[src/inc/tbl_defs.svh]
/*
 * constants of the tone bus link controller: register offsets, field
 * positions, reset values and timing figures.
 * assumes: included by the design file by bare name.
 */
`ifndef TBL_DEFS_SVH
`define TBL_DEFS_SVH

// ----------------------------------------------------------------------
// register offsets
// ----------------------------------------------------------------------
`define TBL_OFS_MODE        8'h16
`define TBL_OFS_RATIO       8'h23
`define TBL_OFS_LOAD        8'h24
`define TBL_OFS_FLAGS       8'h76
`define TBL_OFS_CTRL1       8'h79
`define TBL_OFS_CTRL2       8'h7a

// ----------------------------------------------------------------------
// reset values and field positions
// ----------------------------------------------------------------------
`define TBL_RST_MODE        8'h00
`define TBL_RST_RATIO       8'h00
`define TBL_RST_CTRL1       8'h00
`define TBL_RST_CTRL2       8'hd4
`define TBL_MODE_POL_BIT    6
`define TBL_CTRL1_DIAG_BIT  5
`define TBL_CTRL1_RXRST_BIT 4
`define TBL_TONE_OFF        3'h0
`define TBL_TONE_CONT       3'h1
`define TBL_TONE_BURST0     3'h2
`define TBL_TONE_BURST1     3'h3
`define TBL_TONE_MSG        3'h4

// ----------------------------------------------------------------------
// timing
// ----------------------------------------------------------------------
`define TBL_CLK_MHZ         100
`define TBL_DEF_TONE_HZ     22000
`define TBL_BIT_UNIT_US     500
`define TBL_GAP_US          16000
`define TBL_BURST_US        12500
`define TBL_EOM_US          6000
`define TBL_SILENCE_US      176000
`define TBL_BURST_UNITS     (`TBL_BURST_US / `TBL_BIT_UNIT_US)
`define TBL_DEF_RATIO       ((`TBL_CLK_MHZ * 1000000) / (4 * `TBL_DEF_TONE_HZ))

`endif

[src/inc/tbl_pkg.sv]
/*
 * types of the tone bus link controller.
 * assumes: tbl_defs.svh holds the numbers.
 */
package tbl_pkg;

	typedef enum logic [2:0] {
		TBL_ST_IDLE  = 3'h0,
		TBL_ST_LEAD  = 3'h1,
		TBL_ST_BITS  = 3'h2,
		TBL_ST_BURST = 3'h3,
		TBL_ST_TAIL  = 3'h4
	} tbl_tx_state_t;

	typedef struct packed {
		logic [7:0] data;
		logic       par_err;
		logic       parity;
	} tbl_rx_byte_t;

endpackage

[src/rtl/tbl_link.sv]
/*
 * tone bus link controller: tone and message transmitter, polarisation
 * pin, receive qualifier and decoder, flags and an 8-entry receive fifo.
 * assumes: register strobes come from the 2-wire bus decoder already
 * synchronous to i_ref_clk; i_ref_clk is the crystal clock; the tone
 * line input is already synchronous.
 */
`timescale 1ns/1ps
`include "tbl_defs.svh"

// ----------------------------------------------------------------------
// receive fifo
// ----------------------------------------------------------------------
module tbl_fifo #(
	parameter int WIDTH = 10,
	parameter int DEPTH = 8
) (
	input  wire logic             i_ref_clk,
	input  wire logic             i_rst_b,
	input  wire logic             i_in_valid,
	input  wire logic [WIDTH-1:0] i_in_data,
	output logic                  o_in_ready,
	output logic                  o_out_valid,
	output logic [WIDTH-1:0]      o_out_data,
	input  wire logic             i_out_ready
);
	localparam int AW = $clog2(DEPTH);
	logic [WIDTH-1:0] mem [DEPTH];
	logic [AW-1:0]    wr_ptr;
	logic [AW-1:0]    rd_ptr;
	logic [AW:0]      count;
	logic             push;
	logic             pop;

	assign o_in_ready  = (count != (AW+1)'(DEPTH));
	assign o_out_valid = (count != '0);
	assign o_out_data  = mem[rd_ptr];
	assign push        = i_in_valid & o_in_ready;
	assign pop         = o_out_valid & i_out_ready;

	always_ff @(posedge i_ref_clk) begin
		if (push) begin
			mem[wr_ptr] <= i_in_data;
		end
	end

	always_ff @(posedge i_ref_clk) begin
		if (!i_rst_b) begin
			wr_ptr <= '0;
			rd_ptr <= '0;
			count  <= '0;
		end else begin
			if (push) begin
				wr_ptr <= (wr_ptr == AW'(DEPTH-1)) ? '0 : wr_ptr + 1'b1;
			end
			if (pop) begin
				rd_ptr <= (rd_ptr == AW'(DEPTH-1)) ? '0 : rd_ptr + 1'b1;
			end
			count <= count + (AW+1)'(push) - (AW+1)'(pop);
		end
	end
endmodule

// ----------------------------------------------------------------------
// top
// ----------------------------------------------------------------------
module tbl_link #(
	parameter int UNIT_CYC  = `TBL_BIT_UNIT_US * `TBL_CLK_MHZ,
	parameter int GAP_CYC   = `TBL_GAP_US * `TBL_CLK_MHZ,
	parameter int EOM_CYC   = `TBL_EOM_US * `TBL_CLK_MHZ,
	parameter int SIL_CYC   = `TBL_SILENCE_US * `TBL_CLK_MHZ,
	parameter int BANK_SIZE = 8,
	parameter int FIFO_SIZE = 8
) (
	input  wire logic       i_ref_clk,
	input  wire logic       i_rst_b,
	input  wire logic [7:0] i_reg_addr,
	input  wire logic       i_reg_wr,
	input  wire logic       i_reg_rd,
	input  wire logic [7:0] i_reg_wdata,
	output logic [7:0]      o_reg_rdata,
	input  wire logic       i_rx_line,
	output logic            o_tone,
	output logic            o_polarisation_select,
	output logic            o_status,
	output logic            o_irq_b,
	output logic            o_rx_valid,
	output tbl_pkg::tbl_rx_byte_t o_rx_byte,
	input  wire logic       i_rx_ready
);
	logic [7:0] tone_mode_control;
	logic [7:0] tone_divider_ratio;
	logic [7:0] message_byte_load;
	logic [7:0] receive_control_one;
	logic [7:0] receive_control_two;
	logic [3:0] flags;
	logic [3:0] pending;
	logic       tx_done;
	logic [7:0] bank [BANK_SIZE];
	logic [2:0] load_ptr;

	logic wr_mode;
	logic rd_flags;
	logic tx_start;
	logic tx_end;
	logic msg_end;
	logic rx_reset;
	assign wr_mode  = i_reg_wr && (i_reg_addr == `TBL_OFS_MODE);
	assign rd_flags = i_reg_rd && (i_reg_addr == `TBL_OFS_FLAGS);
	assign tx_start = wr_mode && (i_reg_wdata[2:0] >= `TBL_TONE_BURST0)
		&& (i_reg_wdata[2:0] <= `TBL_TONE_MSG);
	assign rx_reset = i_reg_wr && (i_reg_addr == `TBL_OFS_CTRL1)
		&& i_reg_wdata[`TBL_CTRL1_RXRST_BIT];

	// ------------------------------------------------------------------
	// register file
	// ------------------------------------------------------------------
	always_ff @(posedge i_ref_clk) begin
		if (!i_rst_b) begin
			tone_mode_control   <= `TBL_RST_MODE;
			tone_divider_ratio  <= `TBL_RST_RATIO;
			receive_control_one <= `TBL_RST_CTRL1;
			receive_control_two <= `TBL_RST_CTRL2;
		end else begin
			if (msg_end) begin
				tone_mode_control[5:0] <= 6'h00;
			end else if (wr_mode) begin
				tone_mode_control <= {1'b0, i_reg_wdata[6:0]};
			end
			if (i_reg_wr && i_reg_addr == `TBL_OFS_RATIO) begin
				tone_divider_ratio <= i_reg_wdata;
			end
			if (i_reg_wr && i_reg_addr == `TBL_OFS_CTRL1) begin
				// reset bit is never stored, so it reads back low
				receive_control_one <= {i_reg_wdata[7:5], 1'b0, i_reg_wdata[3:0]};
			end
			if (i_reg_wr && i_reg_addr == `TBL_OFS_CTRL2) begin
				receive_control_two <= i_reg_wdata;
			end
		end
	end

	// message bank, pointer rewinds when a transmission starts
	always_ff @(posedge i_ref_clk) begin
		if (!i_rst_b) begin
			load_ptr          <= 3'h0;
			message_byte_load <= 8'h00;
		end else if (tx_start) begin
			load_ptr <= 3'h0;
		end else if (i_reg_wr && i_reg_addr == `TBL_OFS_LOAD) begin
			bank[load_ptr]    <= i_reg_wdata;
			message_byte_load <= i_reg_wdata;
			load_ptr          <= load_ptr + 3'h1;
		end
	end

	always_ff @(posedge i_ref_clk) begin
		if (!i_rst_b) begin
			o_reg_rdata <= 8'h00;
		end else if (i_reg_rd) begin
			case (i_reg_addr)
				`TBL_OFS_MODE:  o_reg_rdata <= tone_mode_control;
				`TBL_OFS_RATIO: o_reg_rdata <= tone_divider_ratio;
				`TBL_OFS_LOAD:  o_reg_rdata <= message_byte_load;
				`TBL_OFS_FLAGS: o_reg_rdata <= {pending, flags};
				`TBL_OFS_CTRL1: o_reg_rdata <= receive_control_one;
				`TBL_OFS_CTRL2: o_reg_rdata <= receive_control_two;
				default:        o_reg_rdata <= 8'h00;
			endcase
		end
	end

	always_ff @(posedge i_ref_clk) begin
		if (!i_rst_b) begin
			o_polarisation_select <= 1'b0;
		end else begin
			o_polarisation_select <= tone_mode_control[`TBL_MODE_POL_BIT];
		end
	end

	// ------------------------------------------------------------------
	// tone generator
	// ------------------------------------------------------------------
	logic [10:0] ratio_eff;
	logic [11:0] half_cyc;
	logic [11:0] half_cnt;
	logic        tone_sq;
	assign ratio_eff = (tone_divider_ratio == 8'h00) ? 11'(`TBL_DEF_RATIO)
		: {3'h0, tone_divider_ratio};
	assign half_cyc = {ratio_eff, 1'b0};

	always_ff @(posedge i_ref_clk) begin
		if (!i_rst_b) begin
			half_cnt <= 12'h001;
			tone_sq  <= 1'b0;
		end else if (half_cnt >= half_cyc) begin
			half_cnt <= 12'h001;
			tone_sq  <= ~tone_sq;
		end else begin
			half_cnt <= half_cnt + 12'h001;
		end
	end

	// ------------------------------------------------------------------
	// transmit sequencer, time in half-millisecond units
	// ------------------------------------------------------------------
	tbl_pkg::tbl_tx_state_t tx_state;
	logic [31:0] tmr;
	logic [4:0]  unit_idx;
	logic [1:0]  slot;
	logic [3:0]  bit_idx;
	logic [2:0]  byte_idx;
	logic        tx_on;
	logic        cur_bit;
	logic [8:0]  cur_word;
	assign cur_word = {bank[byte_idx], ~^bank[byte_idx]};
	assign cur_bit  = cur_word[4'h8 - bit_idx];
	assign tx_end   = (tx_state == tbl_pkg::TBL_ST_TAIL) && (tmr == 32'h0);
	assign msg_end  = tx_end && (tone_mode_control[2:0] == `TBL_TONE_MSG);

	always_comb begin
		case (tx_state)
			tbl_pkg::TBL_ST_BITS:  tx_on = (slot == 2'h0) || (slot == 2'h1 && !cur_bit);
			tbl_pkg::TBL_ST_BURST: tx_on = (tone_mode_control[2:0] == `TBL_TONE_BURST0)
				|| (slot == 2'h0);
			tbl_pkg::TBL_ST_IDLE:  tx_on = (tone_mode_control[2:0] == `TBL_TONE_CONT);
			default:               tx_on = 1'b0;
		endcase
	end

	always_ff @(posedge i_ref_clk) begin
		if (!i_rst_b) begin
			tx_state <= tbl_pkg::TBL_ST_IDLE;
			tmr      <= 32'h0;
			unit_idx <= 5'h0;
			slot     <= 2'h0;
			bit_idx  <= 4'h0;
			byte_idx <= 3'h0;
		end else if (tx_start) begin
			unit_idx <= 5'h0;
			slot     <= 2'h0;
			bit_idx  <= 4'h0;
			byte_idx <= 3'h0;
			if (i_reg_wdata[2:0] == `TBL_TONE_MSG) begin
				tx_state <= tbl_pkg::TBL_ST_LEAD;
				tmr      <= 32'(GAP_CYC - 1);
			end else begin
				tx_state <= tbl_pkg::TBL_ST_BURST;
				tmr      <= 32'(UNIT_CYC - 1);
			end
		end else if (tmr != 32'h0) begin
			tmr <= tmr - 32'h1;
		end else begin
			case (tx_state)
				tbl_pkg::TBL_ST_LEAD: begin
					tx_state <= tbl_pkg::TBL_ST_BITS;
					tmr      <= 32'(UNIT_CYC - 1);
				end
				tbl_pkg::TBL_ST_BITS: begin
					tmr  <= 32'(UNIT_CYC - 1);
					slot <= (slot == 2'h2) ? 2'h0 : slot + 2'h1;
					if (slot == 2'h2) begin
						bit_idx <= (bit_idx == 4'h8) ? 4'h0 : bit_idx + 4'h1;
						if (bit_idx == 4'h8) begin
							byte_idx <= byte_idx + 3'h1;
							if (byte_idx == tone_mode_control[5:3]) begin
								tx_state <= tbl_pkg::TBL_ST_TAIL;
								tmr      <= 32'(GAP_CYC - 1);
							end
						end
					end
				end
				tbl_pkg::TBL_ST_BURST: begin
					slot     <= (slot == 2'h2) ? 2'h0 : slot + 2'h1;
					unit_idx <= unit_idx + 5'h1;
					if (unit_idx == 5'(`TBL_BURST_UNITS - 1)) begin
						tx_state <= tbl_pkg::TBL_ST_TAIL;
						tmr      <= 32'(GAP_CYC - 1);
					end else begin
						tmr <= 32'(UNIT_CYC - 1);
					end
				end
				tbl_pkg::TBL_ST_TAIL: tx_state <= tbl_pkg::TBL_ST_IDLE;
				tbl_pkg::TBL_ST_IDLE: tx_state <= tbl_pkg::TBL_ST_IDLE;
				default:              tx_state <= tbl_pkg::TBL_ST_IDLE;
			endcase
		end
	end

	always_ff @(posedge i_ref_clk) begin
		if (!i_rst_b) begin
			o_tone <= 1'b0;
		end else begin
			o_tone <= tx_on & tone_sq;
		end
	end

	// transmit completion is sticky until the next mode write; set wins
	always_ff @(posedge i_ref_clk) begin
		if (!i_rst_b) begin
			tx_done <= 1'b0;
		end else if (tx_end) begin
			tx_done <= 1'b1;
		end else if (wr_mode) begin
			tx_done <= 1'b0;
		end
	end

	// ------------------------------------------------------------------
	// receive qualifier: period window, extension, minimum pulse
	// ------------------------------------------------------------------
	logic [16:0] min_tone;
	logic [16:0] max_tone;
	logic [16:0] ext_len;
	logic [16:0] min_puls;
	logic [16:0] per_cnt;
	logic [16:0] ext_cnt;
	logic [16:0] env_len;
	logic        line_d;
	logic        clean;
	logic        armed;

	always_comb begin
		case (receive_control_one[7:6])
			2'h0:    min_tone = 17'((ratio_eff * 6'd24) >> 3);
			2'h1:    min_tone = 17'((ratio_eff * 6'd25) >> 3);
			2'h2:    min_tone = 17'((ratio_eff * 6'd23) >> 3);
			default: min_tone = 17'((ratio_eff * 6'd22) >> 3);
		endcase
		case (receive_control_two[1:0])
			2'h0:    max_tone = 17'((ratio_eff * 6'd48) >> 3);
			2'h1:    max_tone = 17'((ratio_eff * 6'd50) >> 3);
			2'h2:    max_tone = 17'((ratio_eff * 6'd46) >> 3);
			default: max_tone = 17'((ratio_eff * 6'd44) >> 3);
		endcase
		ext_len  = 17'(ratio_eff * (5'd7 + 5'(receive_control_two[4:2])));
		min_puls = 17'(ratio_eff * (5'd24 + 5'(receive_control_two[7:5])));
	end

	always_ff @(posedge i_ref_clk) begin
		if (!i_rst_b) begin
			line_d  <= 1'b0;
			per_cnt <= 17'h0;
			ext_cnt <= 17'h0;
			env_len <= 17'h0;
			clean   <= 1'b0;
		end else begin
			line_d <= i_rx_line;
			if (i_rx_line && !line_d) begin
				per_cnt <= 17'h1;
				if (per_cnt >= min_tone && per_cnt <= max_tone) begin
					ext_cnt <= ext_len;
				end
			end else begin
				if (per_cnt != 17'h1ffff) begin
					per_cnt <= per_cnt + 17'h1;
				end
				if (ext_cnt != 17'h0) begin
					ext_cnt <= ext_cnt - 17'h1;
				end
			end
			// short bursts are noise, so the clean envelope waits out min_puls
			env_len <= (ext_cnt != 17'h0 && env_len != 17'h1ffff) ? env_len + 17'h1
				: (ext_cnt != 17'h0 ? env_len : 17'h0);
			clean   <= (ext_cnt != 17'h0) && (clean || env_len >= min_puls);
		end
	end

	always_ff @(posedge i_ref_clk) begin
		if (!i_rst_b) begin
			o_status <= 1'b0;
		end else begin
			o_status <= receive_control_one[`TBL_CTRL1_DIAG_BIT] & clean;
		end
	end

	// ------------------------------------------------------------------
	// receive decoder
	// ------------------------------------------------------------------
	logic        clean_d;
	logic [31:0] ton;
	logic [31:0] sil;
	logic [3:0]  rx_bits;
	logic [8:0]  rx_shift;
	logic        had_byte;
	logic        ev_byte;
	logic        ev_eom;
	logic        ev_err;
	logic        ev_sil;
	logic        fifo_ready;
	logic        pop;
	logic        bit_val;
	tbl_pkg::tbl_rx_byte_t rx_word;
	assign bit_val = (ton < 32'((UNIT_CYC * 3) / 2));
	assign pop     = o_rx_valid & i_rx_ready;
	assign rx_word.data    = rx_shift[7:0];
	assign rx_word.parity  = bit_val;
	assign rx_word.par_err = ~(^{rx_shift[7:0], bit_val});

	always_ff @(posedge i_ref_clk) begin
		if (!i_rst_b) begin
			armed <= 1'b1;
		end else if (rx_reset || tx_start) begin
			armed <= 1'b0;
		end else if (tx_end) begin
			armed <= 1'b1;
		end
	end

	always_ff @(posedge i_ref_clk) begin
		if (!i_rst_b) begin
			clean_d  <= 1'b0;
			ton      <= 32'h0;
			sil      <= 32'h0;
			rx_bits  <= 4'h0;
			rx_shift <= 9'h0;
			had_byte <= 1'b0;
			ev_byte  <= 1'b0;
			ev_eom   <= 1'b0;
			ev_err   <= 1'b0;
			ev_sil   <= 1'b0;
		end else begin
			clean_d <= clean;
			ev_byte <= 1'b0;
			ev_eom  <= 1'b0;
			ev_err  <= 1'b0;
			ev_sil  <= 1'b0;
			if (!armed) begin
				ton      <= 32'h0;
				sil      <= 32'h0;
				rx_bits  <= 4'h0;
				had_byte <= 1'b0;
			end else if (clean) begin
				sil <= 32'h0;
				ton <= clean_d ? ton + 32'h1 : 32'(min_puls);
				if (ton == 32'(UNIT_CYC * 3) && rx_bits != 4'h0) begin
					ev_err  <= 1'b1;
					rx_bits <= 4'h0;
				end
			end else begin
				if (sil != 32'hffffffff) begin
					sil <= sil + 32'h1;
				end
				if (clean_d && ton <= 32'(UNIT_CYC * 3)) begin
					rx_shift <= {rx_shift[7:0], bit_val};
					rx_bits  <= (rx_bits == 4'h8) ? 4'h0 : rx_bits + 4'h1;
					if (rx_bits == 4'h8) begin
						ev_byte  <= fifo_ready;
						had_byte <= 1'b1;
					end
				end
				if (sil == 32'(UNIT_CYC * 3) && rx_bits != 4'h0) begin
					ev_err  <= 1'b1;
					rx_bits <= 4'h0;
				end
				if (sil == 32'(EOM_CYC) && had_byte) begin
					ev_eom   <= 1'b1;
					had_byte <= 1'b0;
				end
				if (sil == 32'(SIL_CYC)) begin
					ev_sil <= 1'b1;
				end
			end
		end
	end

	// bytes that arrive while the fifo is full are lost but still counted
	logic cnt_inc;
	assign cnt_inc = clean_d && !clean && armed && rx_bits == 4'h8 && ton <= 32'(UNIT_CYC * 3);

	always_ff @(posedge i_ref_clk) begin
		if (!i_rst_b) begin
			pending <= 4'h0;
		end else if (cnt_inc && !pop) begin
			pending <= (pending == 4'hf) ? pending : pending + 4'h1;
		end else if (pop && !cnt_inc && pending != 4'h0) begin
			pending <= pending - 4'h1;
		end
	end

	// new events beat the read-clear in the same cycle
	always_ff @(posedge i_ref_clk) begin
		if (!i_rst_b) begin
			flags <= 4'h0;
		end else begin
			flags <= ((rd_flags ? 4'h0 : flags) | {ev_sil, ev_err, ev_eom, ev_byte});
		end
	end

	always_ff @(posedge i_ref_clk) begin
		if (!i_rst_b) begin
			o_irq_b <= 1'b1;
		end else begin
			o_irq_b <= ~(|(flags & receive_control_one[3:0]) | tx_done);
		end
	end

	tbl_fifo #(
		.WIDTH($bits(tbl_pkg::tbl_rx_byte_t)),
		.DEPTH(FIFO_SIZE)
	) u_fifo (
		.i_ref_clk  (i_ref_clk),
		.i_rst_b    (i_rst_b),
		.i_in_valid (cnt_inc),
		.i_in_data  (rx_word),
		.o_in_ready (fifo_ready),
		.o_out_valid(o_rx_valid),
		.o_out_data (o_rx_byte),
		.i_out_ready(i_rx_ready)
	);
endmodule

[config.mk]
export PLATFORM = sky130hd
export DESIGN_NAME = tbl_link
export DESIGN_NICKNAME = d
export VERILOG_FILES = /design/src/inc/tbl_pkg.sv /design/src/rtl/tbl_link.sv
export VERILOG_INCLUDE_DIRS = /design/src /design/src/inc
export SDC_FILE = /design/constraint.sdc
export NUM_CORES = 1
export LEC_CHECK = 0
export CORE_AREA = 3 3 207 209
export CTS_CLUSTER_DIAMETER = 50
export DETAILED_ROUTE_END_ITERATION = 12
export DIE_AREA = 0 0 210 212
export DONT_BUFFER_PORTS = 1
export PLACE_DENSITY_LB_ADDON = 0.25
export SETUP_SLACK_MARGIN = 0.15
export SYNTH_ARGS = -nofsm -noshare
export SYNTH_HDL_FRONTEND = slang
export SYNTH_SLANG_ARGS = --single-unit
[constraint.sdc]
create_clock -name i_ref_clk -period 11.55 [get_ports i_ref_clk]
set_clock_uncertainty 0.2 [all_clocks]
set_input_delay 0 -clock i_ref_clk [delete_from_list [all_inputs] [get_ports i_ref_clk]]
set_output_delay 0 -clock i_ref_clk [all_outputs]
set_load 0.05 [all_outputs]
==> impl_metrics.yaml <==
outcome:
  outcome: "completed"
timing:
  drv_slew: 0
  hold_viol: 0
  fin_crit_ns: 8.43
  max-slew-margin-rel: 0.244
  setup_slack_ns: 3.12
  setup_viol: 0
  period_share: 0.730
  worst_slew_pin_slew_ns: 1.13
  rsz0062_at_grt: "false"
  fmax_mhz: 119
  tns_ns: 0
critical_path:
  worstPathArrival_ns: 8.68
  critical_path.max_stage_delay_ns: 0.63
  endpoint_kind: "flip-flop"
  path_class: "flip-flop to flip-flop"
  cp-start-kind: "flip-flop"
  critPathSlowestCell: "dfxtp_1"
  crit_required_ns: 11.80
  critical_path_buf_inv_count: 5
  critical-path-top-delay-family: "compound AO/OA/AOI/OAI gates"
  path_common_cell: "inv_1"
  crit_fanout: 18
yosys:
  ys_async_sr_fraction: 0
  ys_seq_elements: 420
  seq_area_frac_synth: 0.399
  postSynthCellCount: 2595
  yosysTopAreaCellShare: 0.224
  synth-edff-count: 144
  syn_area_per_cell_um2: 9.51
  synth_area_mm2: 0.0247
  ys_warn_count: 0
  ys_types: 84
  synth_ff_type: "dfxtp_1"
  synth_top_cell_by_area: "dfxtp_1"
  synth_area_leaders: "dfxtp_1 (22%), edfxtp_1 (18%), ha_1 (8.9%), fa_1 (4.4%), mux4_2 (4.4%)"
global_route:
  grt_antenna_before_repair: 1
  track_usage: 0.270
  grt_pass1_wl_mm: 97.5
  grt_pass1_vias: 19137
  grt_start_max_net_pins: 44
  gr-total-overflow: 0
power:
  power.density_mw_per_mm2: 144
  leakage_nw: 10.5
  ir_worst_vdd_mv: 0.129
  p_total_mw: 3.90
drt:
  first_pass_iters: 5
  drt-total-wl_mm: 60.1
  top_layer: "met4"
  met1_length_mm: 25.7
  wl_met2_mm: 28.4
  viasPerCell: 6.05
  drc: 0
  wl_met3_mm: 4.32
  via_count: 19242
  wl_per_cell_um: 18.9
  detail-route-antenna-nets: 0
  drtIter0Drc: 1475
floorplan:
  coreArea_mm2: 0.0410
  pin_count: 45
  die-width_um: 210
  rows: 74
  die_h_um: 212
  start_util: 0.601
  fp.dieArea_mm2: 0.0445
clock_tree:
  numCtsBuffers: 49
  cts_resized: 0
  htreeDepth: 2
  cts_buffer_depth: 3
  cts_root_buffer: "clkbuf_16"
  cts_tree: "built"
  cts_sinks: 420
  clk_latency_ns: 0.60
  clkSlewWorstSetupHoldPaths_ns: 0.06
final_layout:
  area_growth_pct: 9.87
  fin_area_mm2: 0.0271
  nNetsFinal: 2864
  fin_util: 0.661
  n_fill_cell: 3156
  drive_gt1_frac: 0.0725
placed_design:
  place_ws_ns: 3.23
  numPortBuffers: 0
  placed_cell_area_mm2: 0.0251
  gp_congestion: 0.959
  hpwl_mm: 42.9
hold_path:
  worstHoldPathType: "primary input to flip-flop"
flow_run:
  maxCapViolCount: 0
==> worst paths after layout <==
path / startpoint / endpoint / slack (ns) / cells past startpoint
setup / recovery: tone_divider_ratio[3] / ext_cnt[0] / 3.12 / 28
hold / removal: i_reg_addr[4] / message_byte_load[6] / 0.07 / 6
setup reg to reg: tone_divider_ratio[3] / ext_cnt[0] / 3.12 / 28
hold reg to reg: ev_err / flags[2] / 0.24 / 2
==> cells by family (layout without fill, tap and decap cells) <==
logic type,count (synthesis),in the layout,share of synthesized area
mux,108,108,0.0689
xor+xnor,181,181,0.0643
compound gates,435,435,0.109
simple gates,953,953,0.184
other cells,1,3,0.000152
flops,420,420,0.399
buf+inv,267,320,0.0412
fa+ha+maj,230,230,0.133
==> stage by stage <==
step / hold WS, ns / cells
global placement: -0.122 / 3054
floorplan: -0.101 / 2596
detailed placement: -0.115 / 3054
global route: 0.0655 / 3182
CTS: 0.0155 / 3181
finish: 0.0749 / 3182
==> cell type report <==
type / instances / area (um2) / share of cell area
antenna: 1 / 2.50 / 0.0000923
clock buffer: 60 / 1290 / 0.0475
clock inverter: 28 / 272 / 0.0100
inverter: 172 / 646 / 0.0238
multi-input combinational: 1909 / 13800 / 0.510
sequential: 420 / 9850 / 0.363
tap: 532 / 666 / 0.0246
timing repair buffer: 60 / 558 / 0.0206
==> cell usage in the layout (no fill, tap or decap), drive strengths merged, types with 60 or more instances in the layout <==
cell type	synthesis	final
o21ai	91	91
edfxtp	144	144
xnor2	87	87
xor2	94	94
nand3	91	91
dfxtp	276	276
a21oi	179	179
nand2	274	274
nor2	273	273
clkbuf	88	60
ha	176	176
inv	172	178
==> synth_stat cells, drive strengths merged (5+ instances only) <==
| master | instances |
|---|---|
| and3 | 32 |
| dfxtp | 276 |
| a22oi | 28 |
| and2 | 24 |
| a211oi | 12 |
| o311ai | 5 |
| a21o | 23 |
| mux2 | 14 |
| mux2i | 46 |
| or3 | 27 |
| mux4 | 48 |
| nand4 | 38 |
| a311oi | 8 |
| nand2 | 274 |
| buf | 7 |
| o211ai | 9 |
| fa | 54 |
| o21a | 7 |
| nor4b | 5 |
| xnor2 | 87 |
| edfxtp | 144 |
| nor3b | 14 |
| nor2 | 273 |
| nor2b | 21 |
| nand3 | 91 |
| a31oi | 12 |
| ha | 176 |
| xor2 | 94 |
| o21bai | 7 |
| a21oi | 179 |
| or2 | 12 |
| a211o | 6 |
| nor3 | 53 |
| o21ai | 91 |
| inv | 172 |
| nand2b | 30 |
| a41oi | 7 |
| nor4 | 30 |
| or4 | 9 |
| clkbuf | 88 |
==> flip-flops by register name (all words and copies together), names as in the netlist, 12 cells and up, named ones only <==
| register | cells |
|---|---|
| u_fifo.mem | 80 |
| bank | 64 |
| sil | 32 |
| tmr | 32 |
| ton | 32 |
| env_len | 17 |
| ext_cnt | 17 |
| per_cnt | 17 |
| half_cnt | 12 |
==> timing repair <==
action / CTS / global route
buffers inserted: 0 / 0
endpoints found under the setup margin: 0 / 0
endpoints found under the hold margin: 300 / 0
hold buffers: 39 / 0
==> tightest hold or removal path: cells and delay by family <==
kind | cells | cell delay [ns]
and+or+nand+nor | 5 | 0.71
AOI/OAI and AO/OA | 1 | 0.13
==> where the power goes <==
part           switching, mW  internal (mW)  leakage [nW]
clock                  0.642          0.850         0.755
combinational          0.437          0.291          6.13
sequential            0.0824           1.60          3.57
==> per-layer routing <==
metal  global-route usage  vias up
li1                     -     9214
met4               0.0877        0
met1                0.355     9328
met3               0.0565      116
met2                0.451      584
met5                    0        -
No activity file was read; power rests on OpenSTA's default activity.
